**src/wd_pkg.sv**
```systemverilog
// Constants, field layouts and carrier types for the window watchdog
package wd_pkg;

  // Timing
  localparam int unsigned CLK_FREQ_HZ = 200_000_000;
  localparam int unsigned RC_OSC_FREQ_HZ = 32_000;
  localparam int unsigned OSC_TICK_CYC = CLK_FREQ_HZ / RC_OSC_FREQ_HZ;

  // Counter chain widths and terminals
  localparam int unsigned PRE_W = 7;
  localparam int unsigned POST_W = 15;
  localparam int unsigned ELAPSED_W = 23;
  localparam int unsigned PRE_SHIFT_DIV32 = 5;
  localparam int unsigned PRE_SHIFT_DIV128 = 7;
  localparam logic [6:0] PRE_TERM_DIV32 = 7'h1f;
  localparam logic [6:0] PRE_TERM_DIV128 = 7'h7f;

  // Register offsets (byte addresses)
  localparam int unsigned ADDR_W = 8;
  localparam logic [7:0] ADDR_CFG = 8'h00;
  localparam logic [7:0] ADDR_RCTL = 8'h04;
  localparam logic [7:0] ADDR_STAT = 8'h08;

  // Configuration word fields
  localparam int unsigned CFG_POST_LSB = 0;
  localparam int unsigned CFG_PRE_BIT = 4;
  localparam int unsigned CFG_WIN_DIS_BIT = 6;
  localparam int unsigned CFG_HARDEN_BIT = 7;

  // Reset-control register fields
  localparam int unsigned RCTL_IDLE_BIT = 2;
  localparam int unsigned RCTL_SLEEP_BIT = 3;
  localparam int unsigned RCTL_TIMEOUT_BIT = 4;
  localparam int unsigned RCTL_SOFTEN_BIT = 5;

  // Status register fields
  localparam int unsigned STAT_PRE_LSB = 0;
  localparam int unsigned STAT_POST_LSB = 8;
  localparam int unsigned STAT_WIN_BIT = 24;
  localparam int unsigned STAT_EN_BIT = 25;

  // Reset values of the configuration word
  localparam logic RST_HARD_EN = 1'b0;
  localparam logic RST_WIN_DIS = 1'b1;
  localparam logic RST_PRE_SEL = 1'b1;
  localparam logic [3:0] RST_POST_SEL = 4'hf;

  typedef struct packed {
    logic hard_en;
    logic win_dis;
    logic pre_sel;
    logic [3:0] post_sel;
  } wd_cfg_t;

  typedef enum logic [2:0] {
    PM_RUN = 3'b001,
    PM_SLEEP = 3'b010,
    PM_IDLE = 3'b100
  } pm_state_t;

endpackage

```
**src/wd_low_power_rc_osc_osc.sv**
```systemverilog
// Low-power RC oscillator model: one tick per nominal 32 kHz period
`timescale 1ns/10ps
module low_power_rc_osc #(
  parameter int unsigned TICK_CYC = wd_pkg::OSC_TICK_CYC
) (
  input wire logic clk_i,
  input wire logic rst_i,
  input wire logic run_i,
  output logic tick_o
);
  import wd_pkg::*;

  localparam int unsigned CW = $clog2(TICK_CYC + 1);

  logic [CW-1:0] cnt_r;

  // Oscillator stops whenever nobody needs it, saving power
  always_ff @(posedge clk_i)
  begin
    if (rst_i || !run_i)
    begin
      cnt_r <= '0;
      tick_o <= 1'b0;
    end
    else if (cnt_r == CW'(TICK_CYC - 1))
    begin
      cnt_r <= '0;
      tick_o <= 1'b1;
    end
    else
    begin
      cnt_r <= cnt_r + CW'(1);
      tick_o <= 1'b0;
    end
  end
endmodule

```
**src/wd_window_watchdog.sv**
```systemverilog
// Window watchdog with prescaler, power-of-two postscaler and Wishbone registers
//
// Chosen here: the Wishbone slave port and the register offsets.
`timescale 1ns/10ps
module wd_window_watchdog #(
  parameter int unsigned OSC_TICK_CYC = wd_pkg::OSC_TICK_CYC
) (
  input wire logic clk_i,
  input wire logic rst_i,
  input wire logic [wd_pkg::ADDR_W-1:0] wb_adr_i,
  input wire logic [31:0] wb_dat_i,
  input wire logic [3:0] wb_sel_i,
  input wire logic wb_we_i,
  input wire logic wb_cyc_i,
  input wire logic wb_stb_i,
  output logic [31:0] wb_dat_o,
  output logic wb_ack_o,
  input wire logic wd_clear_instr_i,
  input wire logic power_save_instr_i,
  input wire logic power_save_idle_i,
  input wire logic clk_switch_done_i,
  input wire logic wake_src_i,
  output logic wd_reset_o,
  output logic wd_wake_o,
  output logic osc_run_o,
  output logic sleep_o,
  output logic idle_o
);
  import wd_pkg::*;

  ////////////////////////////////////////////////////////////////////////////
  // Decode helpers

  function automatic logic [PRE_W-1:0] pre_term_f(input logic pre_sel);
    pre_term_f = pre_sel ? PRE_TERM_DIV128 : PRE_TERM_DIV32;
  endfunction

  function automatic logic [POST_W-1:0] post_term_f(input logic [3:0] sel);
    logic [POST_W:0] full;
    full = (POST_W + 1)'(1) << sel;
    post_term_f = POST_W'(full - (POST_W + 1)'(1));
  endfunction

  function automatic logic [ELAPSED_W-1:0] elapsed_f(input logic pre_sel,
      input logic [POST_W-1:0] post, input logic [PRE_W-1:0] pre);
    logic [ELAPSED_W-1:0] p;
    p = {{(ELAPSED_W - POST_W){1'b0}}, post};
    p = pre_sel ? (p << PRE_SHIFT_DIV128) : (p << PRE_SHIFT_DIV32);
    elapsed_f = p | {{(ELAPSED_W - PRE_W){1'b0}}, pre};
  endfunction

  function automatic logic [ELAPSED_W-1:0] thresh_f(input logic pre_sel,
      input logic [3:0] sel);
    logic [ELAPSED_W-1:0] total;
    total = ELAPSED_W'(1) << sel;
    total = pre_sel ? (total << PRE_SHIFT_DIV128) : (total << PRE_SHIFT_DIV32);
    thresh_f = total - (total >> 2);
  endfunction

  ////////////////////////////////////////////////////////////////////////////
  // State

  wd_cfg_t cfg_r;
  pm_state_t pm_r;
  logic soft_en_r;
  logic wd_timeout_flag_r;
  logic sleep_flag_r;
  logic idle_flag_r;
  logic [PRE_W-1:0] pre_cnt_r;
  logic [POST_W-1:0] post_cnt_r;
  logic ack_r;
  logic [31:0] dat_r;
  logic wd_reset_r;
  logic wake_r;

  logic wd_en;
  logic tick;
  logic pm_run;
  logic pre_tc;
  logic post_tc;
  logic win_open;
  logic timeout;
  logic clr_req;
  logic early_clr;
  logic ps_enter;
  logic wake_exit;
  logic chain_clr;
  logic bus_req;
  logic bus_wr;
  logic [31:0] rd_data;

  assign wd_en = cfg_r.hard_en | soft_en_r;
  assign osc_run_o = wd_en;
  assign pm_run = pm_r[0];
  assign sleep_o = pm_r[1];
  assign idle_o = pm_r[2];
  assign pre_tc = (pre_cnt_r == pre_term_f(cfg_r.pre_sel));
  assign post_tc = (post_cnt_r == post_term_f(cfg_r.post_sel));
  assign win_open = elapsed_f(cfg_r.pre_sel, post_cnt_r, pre_cnt_r)
    >= thresh_f(cfg_r.pre_sel, cfg_r.post_sel);
  assign timeout = wd_en & tick & pre_tc & post_tc;
  assign clr_req = wd_clear_instr_i & pm_run;
  assign early_clr = clr_req & wd_en & ~cfg_r.win_dis & ~win_open;
  assign ps_enter = power_save_instr_i & pm_run;
  assign wake_exit = ~pm_run & (wake_src_i | timeout);
  // Disabled watchdog holds the chain at zero so a re-enable starts fresh
  assign chain_clr = ~wd_en | clk_switch_done_i | ps_enter | wake_exit
    | clr_req | timeout;
  assign wd_reset_o = wd_reset_r;
  assign wd_wake_o = wake_r;

  low_power_rc_osc #(
    .TICK_CYC(OSC_TICK_CYC)
  ) u_osc (
    .clk_i(clk_i),
    .rst_i(rst_i),
    .run_i(wd_en),
    .tick_o(tick)
  );

  ////////////////////////////////////////////////////////////////////////////
  // Counter chain

  // Prescaler terminal of 32 ticks at 32 kHz gives 1 ms; 128 gives 4 ms
  always_ff @(posedge clk_i)
  begin
    if (rst_i || chain_clr)
      pre_cnt_r <= '0;
    else if (tick)
      pre_cnt_r <= pre_tc ? '0 : pre_cnt_r + PRE_W'(1);
  end

  always_ff @(posedge clk_i)
  begin
    if (rst_i || chain_clr)
      post_cnt_r <= '0;
    else if (tick && pre_tc)
      post_cnt_r <= post_cnt_r + POST_W'(1);
  end

  ////////////////////////////////////////////////////////////////////////////
  // Power mode

  always_ff @(posedge clk_i)
  begin
    if (rst_i)
      pm_r <= PM_RUN;
    else
      case (pm_r)
        PM_RUN:
          if (power_save_instr_i)
            pm_r <= power_save_idle_i ? PM_IDLE : PM_SLEEP;
        PM_SLEEP, PM_IDLE:
          if (wake_src_i || timeout)
            pm_r <= PM_RUN;
        default:
          pm_r <= PM_RUN;
      endcase
  end

  // Event pulses; the system reset controller acts on wd_reset_o
  always_ff @(posedge clk_i)
  begin
    if (rst_i)
    begin
      wd_reset_r <= 1'b0;
      wake_r <= 1'b0;
    end
    else
    begin
      wd_reset_r <= (timeout & pm_run) | early_clr;
      wake_r <= timeout & ~pm_run;
    end
  end

  ////////////////////////////////////////////////////////////////////////////
  // Wishbone slave, one wait state; writes commit on the acknowledged edge

  assign bus_req = wb_cyc_i & wb_stb_i;
  assign bus_wr = bus_req & ack_r & wb_we_i & wb_sel_i[0];
  assign wb_ack_o = ack_r;
  assign wb_dat_o = dat_r;

  always_comb
  begin
    rd_data = 32'h0;
    case (wb_adr_i)
      ADDR_CFG:
      begin
        rd_data[CFG_POST_LSB +: 4] = cfg_r.post_sel;
        rd_data[CFG_PRE_BIT] = cfg_r.pre_sel;
        rd_data[CFG_WIN_DIS_BIT] = cfg_r.win_dis;
        rd_data[CFG_HARDEN_BIT] = cfg_r.hard_en;
      end
      ADDR_RCTL:
      begin
        rd_data[RCTL_IDLE_BIT] = idle_flag_r;
        rd_data[RCTL_SLEEP_BIT] = sleep_flag_r;
        rd_data[RCTL_TIMEOUT_BIT] = wd_timeout_flag_r;
        rd_data[RCTL_SOFTEN_BIT] = soft_en_r;
      end
      ADDR_STAT:
      begin
        rd_data[STAT_PRE_LSB +: PRE_W] = pre_cnt_r;
        rd_data[STAT_POST_LSB +: POST_W] = post_cnt_r;
        rd_data[STAT_WIN_BIT] = win_open;
        rd_data[STAT_EN_BIT] = wd_en;
      end
      default:
        rd_data = 32'h0;
    endcase
  end

  always_ff @(posedge clk_i)
  begin
    if (rst_i)
    begin
      ack_r <= 1'b0;
      dat_r <= 32'h0;
    end
    else
    begin
      ack_r <= bus_req & ~ack_r;
      if (bus_req && !ack_r)
        dat_r <= rd_data;
    end
  end

  always_ff @(posedge clk_i)
  begin
    if (rst_i)
      cfg_r <= '{hard_en: RST_HARD_EN, win_dis: RST_WIN_DIS,
        pre_sel: RST_PRE_SEL, post_sel: RST_POST_SEL};
    else if (bus_wr && wb_adr_i == ADDR_CFG)
    begin
      cfg_r.post_sel <= wb_dat_i[CFG_POST_LSB +: 4];
      cfg_r.pre_sel <= wb_dat_i[CFG_PRE_BIT];
      cfg_r.win_dis <= wb_dat_i[CFG_WIN_DIS_BIT];
      cfg_r.hard_en <= wb_dat_i[CFG_HARDEN_BIT];
    end
  end

  always_ff @(posedge clk_i)
  begin
    if (rst_i)
      soft_en_r <= 1'b0;
    else if (bus_wr && wb_adr_i == ADDR_RCTL)
      soft_en_r <= wb_dat_i[RCTL_SOFTEN_BIT];
  end

  // Flags clear on a written 0; a hardware set in the same cycle wins
  always_ff @(posedge clk_i)
  begin
    if (rst_i)
      wd_timeout_flag_r <= 1'b0;
    else if (timeout || early_clr)
      wd_timeout_flag_r <= 1'b1;
    else if (bus_wr && wb_adr_i == ADDR_RCTL && !wb_dat_i[RCTL_TIMEOUT_BIT])
      wd_timeout_flag_r <= 1'b0;
  end

  always_ff @(posedge clk_i)
  begin
    if (rst_i)
    begin
      sleep_flag_r <= 1'b0;
      idle_flag_r <= 1'b0;
    end
    else
    begin
      // Left set after wake-up; software owns the clear
      if (ps_enter && !power_save_idle_i)
        sleep_flag_r <= 1'b1;
      else if (bus_wr && wb_adr_i == ADDR_RCTL && !wb_dat_i[RCTL_SLEEP_BIT])
        sleep_flag_r <= 1'b0;
      if (ps_enter && power_save_idle_i)
        idle_flag_r <= 1'b1;
      else if (bus_wr && wb_adr_i == ADDR_RCTL && !wb_dat_i[RCTL_IDLE_BIT])
        idle_flag_r <= 1'b0;
    end
  end
endmodule

```
**config.mk**
```make
export PLATFORM = sky130hd
export DESIGN_NAME = wd_window_watchdog
export DESIGN_NICKNAME = d
export VERILOG_FILES = /design/src/wd_pkg.sv /design/src/wd_low_power_rc_osc_osc.sv /design/src/wd_window_watchdog.sv
export SDC_FILE = /design/constraint.sdc
export NUM_CORES = 1
export LEC_CHECK = 0
export BUFFER_PORTS_ARGS = -buffer_cell sky130_fd_sc_hd__buf_2
export CORE_AREA = 2 2 94 114
export DETAILED_ROUTE_END_ITERATION = 8
export DIE_AREA = 0 0 96 116
export HOLD_SLACK_MARGIN = 0.1
export PLACE_DENSITY_LB_ADDON = 0.08
export SYNTH_ARGS = -nofsm -noshare
export SYNTH_HDL_FRONTEND = slang
export SYNTH_HIERARCHICAL = 1
export SYNTH_SLANG_ARGS = --single-unit
```
**constraint.sdc**
```tcl
create_clock -name clk_i -period 11.5 [get_ports clk_i]
set_input_delay 1.15 -clock clk_i [delete_from_list [all_inputs] [get_ports clk_i]]
set_output_delay 1.15 -clock clk_i [all_outputs]
set_load 0.05 [all_outputs]
```
==> impl_metrics.env, run 1 <==
export IMPL_min_period_ps=5690
export IMPL_hold_path_class="reg2reg"
export IMPL_antenna_found_initial=0
export IMPL_dr_pass1_iters=5
export IMPL_cts_tree="built"
export IMPL_synth_top_area_cell="dfxtp_1"
export IMPL_via_per_inst=6.26
export IMPL_cap_viol_max_count=0
export IMPL_worstHoldStart="sleep_flag_r"
export IMPL_dieArea_um2=11100
export IMPL_relSlewSlack_pct=41.0
export IMPL_cts_clk_slew_worst_paths_ps=60
export IMPL_drt_total_wl_mm=15.7
export IMPL_grt_ovfl_total=0
export IMPL_num_vias=5676
export IMPL_antenna_cells=0
export IMPL_tightest_slew_ps=878
export IMPL_fin_nets=863
export IMPL_setup_ws_ps=5810
export IMPL_path_max_fanout=44
export IMPL_syn_inst=752
export IMPL_htreeDepth=3
export IMPL_syn_avg_cell_area_um2=7.88
export IMPL_finClkSkew_ps=8.65
export IMPL_path_class="reg2reg"
export IMPL_synthFlopType="dfxtp_1"
export IMPL_r2r_start="cfg_r[4]"
export IMPL_finalSetupViolCount=0
export IMPL_cts_resized=0
export IMPL_ys_async_sr_fraction_pct=0
export IMPL_fp_dieW_um=96
export IMPL_p_leak_nw=2.61
export IMPL_place_congestion=0.989
export IMPL_cts_root_buf="clkbuf_16"
export IMPL_layout_commonest_cell="nor2_1"
export IMPL_layout_common_cells="nor2_1 (84), dfxtp_1 (78), nand2_1 (65)"
export IMPL_rsz0062_at_grt="no"
export IMPL_hpwlAfterDp_mm=11.6
export IMPL_area_growth_pct=9.25
export IMPL_fmax_mhz=176
export IMPL_drv_slew=0
export IMPL_place_ws_ps=5930
export IMPL_ant_nets=0
export IMPL_core_um2=9960
export IMPL_synth_seq_cells=78
export IMPL_status="finished clean"
export IMPL_netlist_area_um2=5920
export IMPL_clock_sinks=78
export IMPL_ioPinCount=92
export IMPL_die_y_um=116
export IMPL_synth_top_area_share_pct=26.4
export IMPL_synth_distinct_cells=78
export IMPL_required_ps=11690
export IMPL_crit_path_end_kind="flip-flop"
export IMPL_fin_setup_tns_ps=0
export IMPL_arrival_ps=5880
export IMPL_r2r_end="wd_timeout_flag_r"
export IMPL_first_global_vias=5323
export IMPL_grt_max_degree=54
export IMPL_grt_pass1_wl_mm=25.8
export IMPL_port_buffers=57
export IMPL_synth_edf_count=0
export IMPL_drive_gt1_share_pct=15.9
export IMPL_ir_worst_vdd_mv=0.0806
export IMPL_fillCellCount=909
export IMPL_fin_crit_sh_pct=49.5
export IMPL_postCtsHoldBufs=0
export IMPL_drc_errors=0
export IMPL_hold_depth=2
export IMPL_yosysWarnings=6
export IMPL_cts_setup_buffers=0
export IMPL_grt_use_total_pct=29.4
export IMPL_rows=40
export IMPL_r2r_slack_ps=5810
export IMPL_r2r_cells=18
export IMPL_power_density_nw_per_um2=92.3
export IMPL_drtIter0Drc=417
export IMPL_cts_buffers=9
export IMPL_min_to="sleep_flag_r"
export IMPL_start_util_pct=59.5
export IMPL_critPathLaunchType="flip-flop"
export IMPL_insertion_delay_ps=340
export IMPL_timing_hold_violations_final=0
export IMPL_cts_buffer_depth=2
export IMPL_synth_area_leaders="dfxtp_1 (26%), ha_1 (7.0%), nor2_1 (5.3%)"
export IMPL_wire_per_inst_um=17.3
export IMPL_ys_seq_area_share_pct=26.4
-- metal layers --
layer / vias up / track usage, % / wire (um) / share of wire (%)
met1: 2689 / 37.3 / 6630 / 42
met2: 166 / 49.4 / 7830 / 50
met3: 32 / 4.94 / 762 / 4.9
met4: 0 / 11.5 / 469 / 3.0
met5: - / 0 / 0 / 0
li1: 2789 / - / - / -
-- layout make-up --
type	instances	area, um^2	area share, %
Clock buffer	11	233	3.60
Clock inverter	5	82.6	1.28
Sequential cell	78	1560	24.1
Tap cell	126	158	2.44
Multi-Input combinational cell	596	4000	61.8
Timing Repair Buffer	63	330	5.10
Inverter	28	105	1.62
-- critical path, cell delays in order (launching register included) --
cell and delay [ps]:
dfxtp_1 350, buf_4 290, nor2_1 350, nand2_1 170, nor3_1 390, ha_1 390
a21oi_1 480, nand3_1 160, a41o_1 320, o2111a_1 170, a31oi_1 340, xor2_1 130
ha_1 320, nand4_1 110, or3_1 350, a311oi_1 280, a21oi_1 100, a211oi_1 670
o21ai_1 160
-- power by group --
part           internal (W)  switching (W)
clock network      0.000191       0.000112
registers          0.000271     0.00000102
logic            0.00000627      0.0000162
total              0.000469       0.000129
-- cell families after synthesis --
family | count (synthesis) | synth area share [%]
adder cells (fa/ha/maj) | 35 | 7.31
other | 1 | 0.0633
flip-flops | 78 | 26.4
buffers and inverters | 84 | 6.55
AO/OA/AOI/OAI | 189 | 22.7
AND/OR/NAND/NOR | 302 | 27.0
XOR/XNOR | 39 | 5.77
multiplexers | 24 | 4.27
-- cell usage after synthesis (4+ instances only) --
| master | n |
|---|---|
| a211oi_1 | 6 |
| a211oi_2 | 5 |
| a21o_1 | 8 |
| a21oi_1 | 23 |
| a222oi_1 | 4 |
| a22oi_1 | 23 |
| a31o_2 | 4 |
| a31oi_1 | 8 |
| and2_1 | 7 |
| and3_1 | 9 |
| buf_1 | 5 |
| buf_2 | 16 |
| buf_4 | 8 |
| clkbuf_1 | 24 |
| dfxtp_1 | 78 |
| ha_1 | 33 |
| inv_1 | 27 |
| mux2_2 | 10 |
| mux2i_1 | 14 |
| nand2_1 | 65 |
| nand2b_1 | 17 |
| nand3_1 | 22 |
| nand4_1 | 15 |
| nor2_1 | 84 |
| nor2b_1 | 11 |
| nor3_1 | 16 |
| nor3_2 | 6 |
| nor4_1 | 7 |
| o211ai_1 | 9 |
| o21ai_0 | 41 |
| o221ai_1 | 5 |
| o22ai_1 | 10 |
| o31ai_1 | 4 |
| or2_2 | 7 |
| or3_1 | 11 |
| or4_1 | 6 |
| xnor2_1 | 16 |
| xor2_1 | 23 |
-- through the flow --
step / hold slack (ps) / area [um^2] / cells / total power, W / utilization (%)
6_report: 479 / 6470 / 907 / 0.000598 / 65.0
4_1_cts: 477 / 6470 / 907 / 0.000602 / 65.0
2_1_floorplan: 453 / 5950 / 758 / 0.000295 / -
3_3_place_gp: 469 / 6160 / 891 / 0.000300 / 61.8
3_5_place_dp: 469 / 6160 / 891 / 0.000301 / 61.8
5_1_grt: 510 / 6470 / 907 / 0.000615 / 65.0
-- how the worst max path moves through the flow --
stage	startpoint	end	slack (ps)	depth (start not counted)
after floorplan	cfg_r[0]	wd_timeout_flag_r	6880	19
after global placement	cfg_r[4]	wd_reset_o	5980	18
after detailed placement	cfg_r[4]	wd_timeout_flag_r	5930	18
after CTS	cfg_r[4]	wd_timeout_flag_r	5890	18
after global routing	cfg_r[4]	wd_reset_o	5440	18
final	cfg_r[4]	wd_timeout_flag_r	5810	18
-- flip-flops by register name, summed over array words and instances, names as in the netlist --
signal             count
post_cnt_r            15
pm_r                   3
cfg_r                  7
u_osc/tick_o           1
idle_flag_r            1
wd_wake_o              1
pre_cnt_r              7
wd_timeout_flag_r      1
soft_en_r              1
sleep_flag_r           1
wb_ack_o               1
wd_reset_o             1
wb_dat_o              25
u_osc/cnt_r           13
No activity file was read; power rests on OpenSTA's default activity.
==> run 2, diff against run 1 <==
Settings changed: CORE_AREA 2 2 94 114 to 2 2 100 121, DIE_AREA 0 0 96 116 to 0 0 102 123.
Clock period 11.5 ns to 4.73 ns, I/O delays scaled along.
==> run 2 against run 1 <==
- cell area is 3.2% higher
- non-clock buffer count is 23 higher
- cell count is 6.0% higher
- flip-flop and latch count stayed put
- die area is 13% higher
==> impl_metrics.env, run 2 (synthesis results as in run 1) <==
export IMPL_status="finished clean"
export IMPL_grt_pass1_wl_mm=26.8
export IMPL_drc_errors=0
export IMPL_p_clk_share_pct=49.0
export IMPL_place_ws_ps=136
export IMPL_hpwlAfterDp_mm=12.6
export IMPL_via_per_inst=5.97
export IMPL_cts_tree="built"
export IMPL_die_y_um=123
export IMPL_fin_crit_sh_pct=95.6
export IMPL_rsz0062_at_grt="no"
export IMPL_htreeDepth=3
export IMPL_cts_clk_slew_worst_paths_ps=60
export IMPL_drive_gt1_share_pct=18.7
export IMPL_crit_path_end_kind="flip-flop"
export IMPL_power_density_nw_per_um2=211
export IMPL_port_buffers=57
export IMPL_clock_sinks=78
export IMPL_layout_common_cells="nor2_1 (84), dfxtp_1 (77), nand2_1 (65)"
export IMPL_finalSetupViolCount=0
export IMPL_dieArea_um2=12500
export IMPL_postCtsHoldBufs=0
export IMPL_cts_buffer_depth=2
export IMPL_path_class="reg2reg"
export IMPL_rows=43
export IMPL_first_global_vias=5332
export IMPL_final_util_pct=58.5
export IMPL_setup_ws_ps=209
export IMPL_fmax_mhz=221
export IMPL_fin_setup_tns_ps=0
export IMPL_insertion_delay_ps=330
export IMPL_path_max_fanout=5
export IMPL_stdcell_count=961
export IMPL_antenna_found_initial=0
export IMPL_combPwrFrac_pct=3.8
export IMPL_largest_register_ffs=25
export IMPL_ioPinCount=92
export IMPL_placedCellCount=945
export IMPL_grt_max_degree=41
export IMPL_cts_buffers=9
export IMPL_cap_viol_max_count=0
export IMPL_power_switching_w=0.000306
export IMPL_p_sw_share_pct=21.8
export IMPL_core_um2=11400
export IMPL_grt_ovfl_total=0
export IMPL_hold_path_class="in2reg"
export IMPL_start_util_pct=51.9
export IMPL_antenna_cells=0
export IMPL_area_growth_pct=12.7
export IMPL_drv_slew=0
export IMPL_critPathLaunchType="flip-flop"
export IMPL_finClkSkew_ps=7.73
export IMPL_required_ps=4940
export IMPL_p_int_w=0.00110
export IMPL_drt_total_wl_mm=16.7
export IMPL_grt_use_total_pct=26.9
export IMPL_fin_nets=886
export IMPL_wire_per_inst_um=17.4
export IMPL_tightest_slew_ps=893
export IMPL_min_period_ps=4520
export IMPL_num_vias=5740
export IMPL_dr_pass1_iters=5
export IMPL_p_leak_nw=2.71
export IMPL_ant_nets=0
export IMPL_relSlewSlack_pct=40.0
export IMPL_drtIter0Drc=320
export IMPL_layout_commonest_cell="nor2_1"
export IMPL_fp_dieW_um=102
export IMPL_place_congestion=0.939
export IMPL_arrival_ps=4730
export IMPL_power_frac_seq_pct=47.1
export IMPL_ir_worst_vdd_mv=0.172
export IMPL_cts_root_buf="clkbuf_16"
export IMPL_timing_hold_violations_final=0
[run 2: cell count changes in the layout (fill, tap and decap cells not counted)]
cell	delta
buf_4	+23
clkinvlp_4	+2
bufinv_16	-1
clkbuf_8	+1
clkinv_2	-1
clkinv_4	-1
dfxtp_1	-1
dfxtp_2	+1
nor2b_1	-1
nor2b_2	+1
nor3_1	-1
nor3_2	+1
[run 2: final cells by class]
class,instances,area [um^2]
repair buffers,86,503
well taps,157,196
inverters,28,105
fillers,1118,4730
multi-input cells,596,4010
clock inverters,4,53.8
clock buffers,12,246
flip-flops and latches,78,1560
[run 2: critical path, cell delays in order, from the launching register on]
cell      delay, ps
dfxtp_1         420
nor2b_2         320
a21oi_1         120
nor2_1          140
inv_1            60
ha_1            330
o31ai_1         110
a221oi_1        390
o211a_1         340
maj3_1          200
o22ai_1          60
or3_1           340
ha_1            310
nand2_1          70
or3_1           360
a311oi_1        270
a21oi_1          90
a211oi_1        220
buf_4           190
o22ai_1          60
[run 2: path summary, 6_finish.rpt]
check                   start     endpoint  slack [ps]  cells past startpoint
setup reg to reg     cfg_r[3]   wd_reset_o         210                     19
setup / recovery     cfg_r[3]   wd_reset_o         210                     19
hold / removal    wb_dat_i[1]     cfg_r[1]         350                      3
hold reg to reg   idle_flag_r  idle_flag_r         490                      2
[run 2: per-layer routing]
metal	vias to the layer above	GRT usage, %	share of wire, %
met1	2716	33.8	43
met2	168	47.5	51
met3	26	3.45	4.6
met4	0	8.42	2.0
met5	-	0	0
li1	2830	-	-
[run 2: what timing repair did]
item / 4_1_cts / 5_1_grt
endpoints found under the setup margin: 0 / 3
resized for setup: 0 / 3
buffers inserted: 0 / 0
[run 2: per-stage QoR]
step	hold slack, ps	area, um^2	power [W]
2_1_floorplan	453	5950	0.000718
3_3_place_gp	471	6370	0.000730
3_5_place_dp	476	6370	0.000731
4_1_cts	349	6670	0.00142
5_1_grt	360	6680	0.00145
6_report	355	6680	0.00141
[run 2: power by group through the flow]
stage	sequential (W)	clock, W	combinational (W)
2_1_floorplan	0.000681	0	0.0000370
3_3_place_gp	0.000677	0	0.0000532
3_5_place_dp	0.000677	0	0.0000539
4_1_cts	0.000662	0.000705	0.0000541
5_1_grt	0.000663	0.000730	0.0000591
6_report	0.000663	0.000690	0.0000541
